==> src/core/dcct_consts.svh <==
// Constants of the dual channel capture/compare timer: offsets, fields, resets.
// Assumes inclusion by bare name from the timer core.
`ifndef DCCT_CONSTS_SVH
`define DCCT_CONSTS_SVH

// ==========================================================================
// Register offsets inside one channel window (address bits 3:0)
`define DCCT_OFS_COUNT   4'h0
`define DCCT_OFS_GEN_A   4'h2
`define DCCT_OFS_CTRL    4'hA
`define DCCT_OFS_IO_AB   4'hB
`define DCCT_OFS_IO_CD   4'hC
`define DCCT_OFS_IRQEN   4'hD
`define DCCT_OFS_STATUS  4'hE
`define DCCT_OFS_LEVEL   4'hF

// ==========================================================================
// Shared byte registers
`define DCCT_ADR_START   6'h20
`define DCCT_ADR_MODE    6'h21

// ==========================================================================
// Reset values and reserved read-back
`define DCCT_RST_COUNT   16'h0000
`define DCCT_RST_GEN     16'hFFFF
`define DCCT_RSV_FLAGS   3'h7
`define DCCT_RSV_LEVEL   5'h1F

// ==========================================================================
// Field codes
`define DCCT_CLR_GEN_A   2'h1
`define DCCT_CLR_GEN_B   2'h2
`define DCCT_PSC_EXT     2
`define DCCT_IO_CAP      2
`define DCCT_OUT_0       2'h1
`define DCCT_OUT_1       2'h2
`define DCCT_OUT_TGL     2'h3
`define DCCT_EDGE_RISE   2'h0
`define DCCT_EDGE_FALL   2'h1

`endif

==> src/core/dcct_pkg.sv <==
// Types of the dual channel capture/compare timer.
// Assumes nothing beyond a SystemVerilog compiler.
package dcct_pkg;

  // ========================================================================
  // Channel control byte
  typedef struct packed {
    logic [1:0] clear_sel;     // Counter clearing source
    logic [1:0] edge_sel;      // External clock edge
    logic [2:0] prescale_sel;  // Count clock source
  } dcct_ctrl_t;

  // ========================================================================
  // Pin drive of one channel
  typedef struct packed {
    logic [3:0] drive;         // Output level, pins D..A
    logic [3:0] oe;            // Output enable, pins D..A
  } dcct_pins_t;

  // ========================================================================
  // Interrupt requests of one channel
  typedef struct packed {
    logic       overflow;      // Overflow request
    logic [3:0] match;         // Match/capture requests D..A
  } dcct_irq_t;

endpackage

==> src/core/dcct_timer.sv <==
// Dual channel 16-bit capture/compare timer with a CPU register port.
// Assumes pins and the bus are synchronous to clk; external pulses last two cycles.
//
// Overview of operation
// - Upper five bits of each level control register read 1, ignore writes.
// - Level bits D, C, B at positions 2..0, reset 0, choose active level.
// - Each channel owns its own level control register.
// - Counters and general registers are accessed as whole 16-bit words only.
// - All other registers are 8 bits wide on an 8-bit path.
// - Setting a channel run bit starts its counter.
// - After reset both counters are free-running up counters.
// - Overflow sets the overflow flag, counting continues from zero.
// - Overflow flag with its enable set raises the overflow request.
// - Compare clearing: equality sets the match flag and clears the counter.
// - Match or capture flag with its enable set raises its request.
// - Count clock is system clock or divided by 2, 4 or 8.
// - External clock pin counts on rising, falling or both edges.
// - Compare match drives its pin to 0, 1 or toggles it.
// - Commanding the pin's present level leaves it unchanged.
// - Match acts only when the counter leaves the matching value.
// - Selected pin edge copies the counter into a capture register.
// - An input capture may clear the channel counter.
// - A flag clears by reading it as 1, then writing 0.
// - A capture into a general register sets its match flag.
// - PWM: duty match drives the level bit, period match A its inverse.
`timescale 1ns/100ps
`include "dcct_consts.svh"

module dcct_timer #(
  parameter int NCH = 2                            // Channel count
) (
  input  wire logic                     clk,       // System clock
  input  wire logic                     rst_n,     // Synchronous reset, low
  input  wire logic [5:0]               bus_addr,  // Register address
  input  wire logic                     bus_wr,    // Write strobe
  input  wire logic                     bus_rd,    // Read strobe
  input  wire logic                     bus_word,  // 1: 16-bit, 0: 8-bit access
  input  wire logic [15:0]              bus_wdata, // Write data
  output logic [15:0]                   bus_rdata, // Read data, next cycle
  input  wire logic [NCH-1:0]           ext_count_clock_pin,    // External clocks
  input  wire logic [NCH-1:0][3:0]      capture_compare_pin_in, // Pin levels D..A
  output dcct_pkg::dcct_pins_t [NCH-1:0] capture_compare_pin,   // Pin drive
  output dcct_pkg::dcct_irq_t  [NCH-1:0] irq                    // Requests
);

  // ========================================================================
  // Helpers
  // Edge hit for a select code: rising, falling or both
  function automatic logic edge_hit(input logic prev, input logic cur,
                                    input logic [1:0] sel);
    logic r;
    r = 1'b0;
    case (sel)
      `DCCT_EDGE_RISE: r = ~prev & cur;
      `DCCT_EDGE_FALL: r = prev & ~cur;
      default:         r = prev ^ cur;
    endcase
    return r;
  endfunction

  // Count enable for the prescaler code
  function automatic logic psc_tick(input logic [2:0] sel, input logic [2:0] div,
                                    input logic ext);
    logic r;
    r = 1'b0;
    if (sel[`DCCT_PSC_EXT]) begin
      r = ext;
    end else begin
      case (sel[1:0])
        2'h0:    r = 1'b1;
        2'h1:    r = div[0];
        2'h2:    r = &div[1:0];
        default: r = &div;
      endcase
    end
    return r;
  endfunction

  // ========================================================================
  // Shared registers
  logic [NCH-1:0] run_q;       // Run bits
  logic [NCH-1:0] pwm_q;       // PWM mode bits
  logic [2:0]     div_q;       // Free prescaler
  logic           wr8_glb;
  logic [15:0]    rd_ch [NCH];

  assign wr8_glb = bus_wr & ~bus_word;

  // Prescaler divider, always running
  always_ff @(posedge clk) begin
    if (!rst_n) begin
      div_q <= 3'h0;
    end else begin
      div_q <= div_q + 3'h1;
    end
  end

  // Start and mode registers, byte wide
  always_ff @(posedge clk) begin
    if (!rst_n) begin
      run_q <= '0;
      pwm_q <= '0;
    end else if (wr8_glb && bus_addr == `DCCT_ADR_START) begin
      run_q <= bus_wdata[NCH-1:0];
    end else if (wr8_glb && bus_addr == `DCCT_ADR_MODE) begin
      pwm_q <= bus_wdata[NCH-1:0];
    end
  end

  // ========================================================================
  // Channels
  for (genvar ch = 0; ch < NCH; ch++) begin : g_ch
    logic [15:0]         count_q;
    logic [15:0]         general_reg_q [4];
    dcct_pkg::dcct_ctrl_t ctrl_q;
    logic [3:0][2:0]     io_q;
    logic [4:0]          ien_q;
    logic [4:0]          flag_q;
    logic [4:0]          armed_q;
    logic [2:0]          level_q;
    logic [3:0]          out_q;
    logic [3:0]          pin_prev_q;
    logic                ext_prev_q;
    logic                sel;
    logic                wr8;
    logic                wr16;
    logic [3:0]          ofs;
    logic                tick;
    logic                clr;
    logic                wrap_ev;
    logic [3:0]          lvl4;
    logic [3:0]          cmp;
    logic [3:0]          cap;
    logic [3:0]          oe;
    logic [15:0]         rd_v;

    assign sel  = bus_addr[5:4] == 2'(ch);
    assign ofs  = bus_addr[3:0];
    assign wr8  = bus_wr & sel & ~bus_word;
    assign wr16 = bus_wr & sel & bus_word;

    // Count enable from the selected source
    assign tick = run_q[ch] & psc_tick(ctrl_q.prescale_sel, div_q,
                  edge_hit(ext_prev_q, ext_count_clock_pin[ch], ctrl_q.edge_sel));

    // Match and capture events per general register
    always_comb begin
      for (int i = 0; i < 4; i++) begin
        cmp[i] = tick & ~io_q[i][`DCCT_IO_CAP] & (count_q == general_reg_q[i]);
        cap[i] = io_q[i][`DCCT_IO_CAP] &
                 edge_hit(pin_prev_q[i], capture_compare_pin_in[ch][i],
                          io_q[i][1:0]);
        oe[i]  = ~io_q[i][`DCCT_IO_CAP] &
                 ((io_q[i][1:0] != 2'h0) | (pwm_q[ch] & (i != 0)));
      end
    end

    // Clearing source and overflow detection
    assign clr = (ctrl_q.clear_sel == `DCCT_CLR_GEN_A & (cmp[0] | cap[0])) |
                 (ctrl_q.clear_sel == `DCCT_CLR_GEN_B & (cmp[1] | cap[1]));
    assign wrap_ev = tick & (&count_q) & ~clr;

    // PWM levels lined up with pins D..A, pin A has none
    assign lvl4 = {level_q, 1'b0};

    // Sampled pins for edge detection
    always_ff @(posedge clk) begin
      if (!rst_n) begin
        pin_prev_q <= 4'h0;
        ext_prev_q <= 1'b0;
      end else begin
        pin_prev_q <= capture_compare_pin_in[ch];
        ext_prev_q <= ext_count_clock_pin[ch];
      end
    end

    // Counter: CPU write, then clear, then increment
    always_ff @(posedge clk) begin
      if (!rst_n) begin
        count_q <= `DCCT_RST_COUNT;
      end else if (wr16 && ofs == `DCCT_OFS_COUNT) begin
        count_q <= bus_wdata;
      end else if (clr) begin
        count_q <= `DCCT_RST_COUNT;
      end else if (tick) begin
        count_q <= count_q + 16'h0001;
      end
    end

    // General registers: capture has priority over a CPU write
    always_ff @(posedge clk) begin
      if (!rst_n) begin
        for (int i = 0; i < 4; i++) begin
          general_reg_q[i] <= `DCCT_RST_GEN;
        end
      end else begin
        for (int i = 0; i < 4; i++) begin
          if (cap[i]) begin
            general_reg_q[i] <= count_q;
          end else if (wr16 && ofs == `DCCT_OFS_GEN_A + 4'(2 * i)) begin
            general_reg_q[i] <= bus_wdata;
          end
        end
      end
    end

    // Byte control registers
    always_ff @(posedge clk) begin
      if (!rst_n) begin
        ctrl_q  <= '0;
        io_q    <= '0;
        ien_q   <= 5'h00;
        level_q <= 3'h0;
      end else if (wr8) begin
        case (ofs)
          `DCCT_OFS_CTRL:  ctrl_q <= bus_wdata[6:0];
          `DCCT_OFS_IO_AB: io_q[1:0] <= {bus_wdata[6:4], bus_wdata[2:0]};
          `DCCT_OFS_IO_CD: io_q[3:2] <= {bus_wdata[6:4], bus_wdata[2:0]};
          `DCCT_OFS_IRQEN: ien_q <= bus_wdata[4:0];
          `DCCT_OFS_LEVEL: level_q <= bus_wdata[2:0];
          default:         level_q <= level_q;
        endcase
      end
    end

    // Flags: hardware set wins over a clear in the same cycle
    always_ff @(posedge clk) begin
      if (!rst_n) begin
        flag_q  <= 5'h00;
        armed_q <= 5'h00;
      end else if (wr8 && ofs == `DCCT_OFS_STATUS) begin
        flag_q  <= (flag_q & ~(armed_q & ~bus_wdata[4:0])) |
                   {wrap_ev, cmp | cap};
        armed_q <= 5'h00;
      end else begin
        flag_q  <= flag_q | {wrap_ev, cmp | cap};
        if (bus_rd && sel && !bus_word && ofs == `DCCT_OFS_STATUS) begin
          armed_q <= armed_q | flag_q;
        end
      end
    end

    // Pin levels on compare match
    always_ff @(posedge clk) begin
      if (!rst_n) begin
        out_q <= 4'h0;
      end else begin
        for (int i = 0; i < 4; i++) begin
          if (pwm_q[ch] && i != 0) begin
            if (cmp[0]) begin
              out_q[i] <= ~lvl4[i];
            end else if (cmp[i]) begin
              out_q[i] <= lvl4[i];
            end
          end else if (cmp[i]) begin
            case (io_q[i][1:0])
              `DCCT_OUT_0:   out_q[i] <= 1'b0;
              `DCCT_OUT_1:   out_q[i] <= 1'b1;
              `DCCT_OUT_TGL: out_q[i] <= ~out_q[i];
              default:       out_q[i] <= out_q[i];
            endcase
          end
        end
      end
    end

    // Read multiplexer with width check
    always_comb begin
      rd_v = 16'h0000;
      if (bus_word) begin
        if (ofs == `DCCT_OFS_COUNT) begin
          rd_v = count_q;
        end
        for (int i = 0; i < 4; i++) begin
          if (ofs == `DCCT_OFS_GEN_A + 4'(2 * i)) begin
            rd_v = general_reg_q[i];
          end
        end
      end else begin
        case (ofs)
          `DCCT_OFS_CTRL:   rd_v = {9'h000, ctrl_q};
          `DCCT_OFS_IO_AB:  rd_v = {9'h000, io_q[1], 1'b0, io_q[0]};
          `DCCT_OFS_IO_CD:  rd_v = {9'h000, io_q[3], 1'b0, io_q[2]};
          `DCCT_OFS_IRQEN:  rd_v = {8'h00, `DCCT_RSV_FLAGS, ien_q};
          `DCCT_OFS_STATUS: rd_v = {8'h00, `DCCT_RSV_FLAGS, flag_q};
          `DCCT_OFS_LEVEL:  rd_v = {8'h00, `DCCT_RSV_LEVEL, level_q};
          default:          rd_v = 16'h0000;
        endcase
      end
    end

    assign rd_ch[ch] = sel ? rd_v : 16'h0000;
    assign capture_compare_pin[ch].drive = out_q;
    assign capture_compare_pin[ch].oe    = oe;
    // Requests gated by their enables
    assign irq[ch].overflow = flag_q[4] & ien_q[4];
    assign irq[ch].match = flag_q[3:0] & ien_q[3:0];
  end

  // ========================================================================
  // Registered read data
  always_ff @(posedge clk) begin
    if (!rst_n) begin
      bus_rdata <= 16'h0000;
    end else if (bus_rd) begin
      if (!bus_word && bus_addr == `DCCT_ADR_START) begin
        bus_rdata <= {8'h00, 6'h00, run_q};
      end else if (!bus_word && bus_addr == `DCCT_ADR_MODE) begin
        bus_rdata <= {8'h00, 6'h00, pwm_q};
      end else begin
        bus_rdata <= rd_ch[0] | rd_ch[1];
      end
    end
  end

endmodule

==> config.mk <==
export PLATFORM = sky130hd
export DESIGN_NAME = dcct_timer
export DESIGN_NICKNAME = d
export VERILOG_FILES = /design/src/core/dcct_pkg.sv /design/src/core/dcct_timer.sv
export VERILOG_INCLUDE_DIRS = /design/src /design/src/core
export SDC_FILE = /design/constraint.sdc
export NUM_CORES = 1
export LEC_CHECK = 0
export BUFFER_PORTS_ARGS = -buffer_cell sky130_fd_sc_hd__buf_2
export CORE_MARGIN = 2
export CORE_UTILIZATION = 60
export CTS_BUF_LIST = sky130_fd_sc_hd__clkbuf_8
export CTS_CLUSTER_DIAMETER = 120
export DETAILED_ROUTE_END_ITERATION = 10
export GPL_ROUTABILITY_DRIVEN = 0
export HOLD_SLACK_MARGIN = 0.08
export PLACE_DENSITY = 0.78
export SETUP_SLACK_MARGIN = 0.02
export SLEW_MARGIN = 20
export SYNTH_ARGS = -nofsm -noshare
export SYNTH_HDL_FRONTEND = slang
export SYNTH_SLANG_ARGS = --single-unit
==> constraint.sdc <==
create_clock -name clk -period 8.4 [get_ports clk]
set_input_delay 1.68 -clock clk [delete_from_list [all_inputs] [get_ports clk]]
set_output_delay 1.68 -clock clk [all_outputs]
set_load 0.02 [all_outputs]
==> metrics.txt <==
post-synthesis simple-gate area fraction=17.1%; vias in the first global route=13.8k; Starting Density=61.0%; Synth area leader=edfxtp_1; R2R setup slack=5100 ps; Peak Freq=0.214 GHz; share of flip-flops with an asynchronous set or reset=0%; share of layout cells above drive strength 1=11.6%; Clock Sinks=275; unrepaired setup endpoints after global routing=no; DR vias=14.5k; Fill cells=2126; Routed wire per std cell=25.2 um; share of total power in the clock network=42.2%; Psw=706 uW; total length of routed wires=52400 um; Final Power=2.79 mW; worst-skew pair later-pin latency=580 ps; top post-synthesis cells by count=nand2_1 (156), dfxtp_1 (147), o22a_1 (129); Max-slew headroom=25.6%; cts hold-fix bufs=0; total congestion overflow=0; Setup CP Type=input port to flop; measured slew at the worst slew-check pin=1110 ps; ranking of synthesized cells by area=edfxtp_1 (24%), dfxtp_1 (18%), o22a_1 (7.1%); Clock Skew=26.2 ps; outcome=complete, no violations; Area after DPL=16300 sq um; post-synthesis mux area share=2.42%; initial antenna violation count=0; Finished Cell Area=17200 sq um; yosys warns=0; # rows=59; critical path data arrival time=4860 ps; worst-path maximum fanout=45; Die ar.=27800 sq um; Initial DRC Count=2101; clock slew seen by the registers of the worst setup and hold paths=60 ps; Avg Vias per Cell=6.96; CTS resizes=0; largest family of logic cells by synthesized area=compound AO/OA/AOI/OAI gates; mapped cell area=15900 sq um; I/O Pins=79; DP Wirelength=34800 um; Clock Path Buffers=3; element type at the critical path end=flop; sequential share of the synthesized area=42.7%; XOR/XNOR share of the synthesized area=8.53%; critical-path cell list=buf_2 -> buf_4 -> nor2b_1 -> nand2_1 -> nor3_2 -> nand3_1 -> nand3_1; Die X=167 um; Top FF cell, synth=dfxtp_1; Critical Path Source=bus_addr[4]; CP max stage cell=nand3_1; DRC violations left=0; Synth Area in Adders=2.83%; leakage dissipation=5.65 nW; Fin. Hold Viols=0; Mapped Nets=1787; Comb power frac=7.2%; max_cap viols=0; CTS Buf Count=45; drt pass-1 iters=7; internal power=2.09 mW; largest net degree at the start of global routing=62; Min-Delay Path Class=flop to flop; setup bufs post-CTS=0; Worst Setup EP=g_ch[1].general_reg_q[2][13]; VDD IR max=0.142 mV; #FFs+latches synth=275; antenna-violating nets left=0; R2R Path End=g_ch[1].general_reg_q[3][11]; Core Area=26100 sq um; DIE HEIGHT=167 um; Post-synth EDFFs=128; crit share post-route=55.6%; Cells after Synth=1714; H-tree depth=2; R2R depth=6; Final setup viols=0; compound-gate portion of the synthesized area=21.3%; Reg2Reg Launch Point=g_ch[1].io_q[10]; CP startpoint kind=input port; power share of the sequential group=50.7%; most common cell in the netlist=nand2_1; GRT Total Usage=37.0%; Nets=1785; Setup TNS Final=0 ps; slowest stage delay, CP=780 ps; hold_ws=470 ps; CP required=8590 ps; Avg Inst Size Synth=9.28 sq um; CTS root buf=clkbuf_8; CTS tree=yes; Distinct cells, synth=73; Port Buffers=78; switch share=25.3%; crit path time final=4670 ps; first-pass GRT wire length=80200 um; power per cell area=162 nW/um^2; Crit path top cell by count=nand3_1; P&R area growth vs syn=8.27%; top-area cell type share of the netlist area=24.2%; antenna cells=0; Pins Over Slew Limit=0
==> placed cells by master, fill, tap and decap left out, types with 8 or more instances in the layout <==
| master | count |
|---|---|
| a22o_1 | 22 |
| and3_1 | 22 |
| dfxtp_1 | 147 |
| a22oi_1 | 45 |
| a311oi_1 | 9 |
| nor3_1 | 20 |
| and2_1 | 16 |
| a211oi_1 | 20 |
| o21ai_0 | 53 |
| inv_1 | 56 |
| nand2b_1 | 29 |
| nor2_1 | 93 |
| o21bai_1 | 8 |
| nand3_1 | 96 |
| a31oi_1 | 21 |
| a21oi_1 | 102 |
| xor2_1 | 80 |
| buf_4 | 29 |
| nand2_1 | 156 |
| buf_2 | 78 |
| xnor2_1 | 75 |
| clkbuf_8 | 59 |
| ha_1 | 36 |
| o22a_1 | 129 |
| mux2i_1 | 34 |
| nor4_1 | 20 |
| o21ai_1 | 12 |
| edfxtp_1 | 128 |
| nand4_1 | 31 |
==> layer usage <==
layer | vias up | global-route usage [%] | wire length [um]
li1 | 6319 | - | -
met1 | 6835 | 48.9 | 19200
met2 | 1108 | 56.5 | 22800
met3 | 231 | 8.82 | 7180
met4 | 0 | 19.6 | 3220
met5 | - | 0 | 0
==> metrics by stage <==
step,setup slack (ps),util (%),std cells
global route,3520,66.1,2082
CTS,3900,66.1,2082
detailed placement,3320,62.6,2000
floorplan,3690,-,1714
finish,3730,66.1,2082
global placement,3500,62.6,2000
==> logic make-up after synthesis <==
| logic type | count (synthesis) |
|---|---|
| AND/OR/NAND/NOR | 539 |
| adder cells (fa/ha/maj) | 36 |
| buffers and inverters | 198 |
| flip-flops | 275 |
| multiplexers | 38 |
| AO/OA/AOI/OAI | 473 |
| XOR/XNOR | 155 |
==> area by class of cell <==
cell class	count	area, sq um	share of cell area, %
inverter	42	159	0.923
clock inverter	23	96.3	0.559
multi-input combinational	1241	8340	48.4
timing repair buffer	107	608	3.53
sequential	275	6790	39.4
tap	335	419	2.43
clock buffer	59	812	4.71
==> worst max-delay path: cells and delay by family <==
kind | cells | cell delay, ps
AND/OR/NAND/NOR | 5 | 2620
buffers and inverters | 2 | 540
==> how the worst min path moves through the flow <==
stage	cells past startpoint	startpoint	endpoint	slack [ps]
after floorplan	1	div_q[0]	div_q[0]	430
after detailed placement	1	div_q[0]	div_q[0]	460
final	2	bus_rdata[10]	bus_rdata[10]	470
after global routing	2	bus_rdata[4]	bus_rdata[4]	480
after CTS	2	bus_rdata[4]	bus_rdata[4]	470
after global placement	2	g_ch[1].armed_q[0]	g_ch[1].armed_q[0]	450
==> power by group through the flow <==
stage | clock network (mW) | logic (mW) | registers [mW]
2_1_floorplan | 0 | 0.117 | 1.44
3_3_place_gp | 0 | 0.187 | 1.44
3_5_place_dp | 0 | 0.191 | 1.44
4_1_cts | 1.18 | 0.192 | 1.42
5_1_grt | 1.24 | 0.208 | 1.42
6_report | 1.18 | 0.200 | 1.42
==> flip-flops by register name, indices dropped and copies added, names as in the netlist, 3 cells and up <==
| name | cells |
|---|---|
| g_ch.general_reg_q | 128 |
| g_ch.count_q | 32 |
| g_ch.io_q | 24 |
| bus_rdata | 16 |
| g_ch.ctrl_q | 14 |
| g_ch.armed_q | 10 |
| g_ch.flag_q | 10 |
| g_ch.ien_q | 10 |
| g_ch.out_q | 8 |
| g_ch.pin_prev_q | 8 |
| g_ch.level_q | 6 |
| div_q | 3 |
No activity file was read; power rests on OpenSTA's default activity.
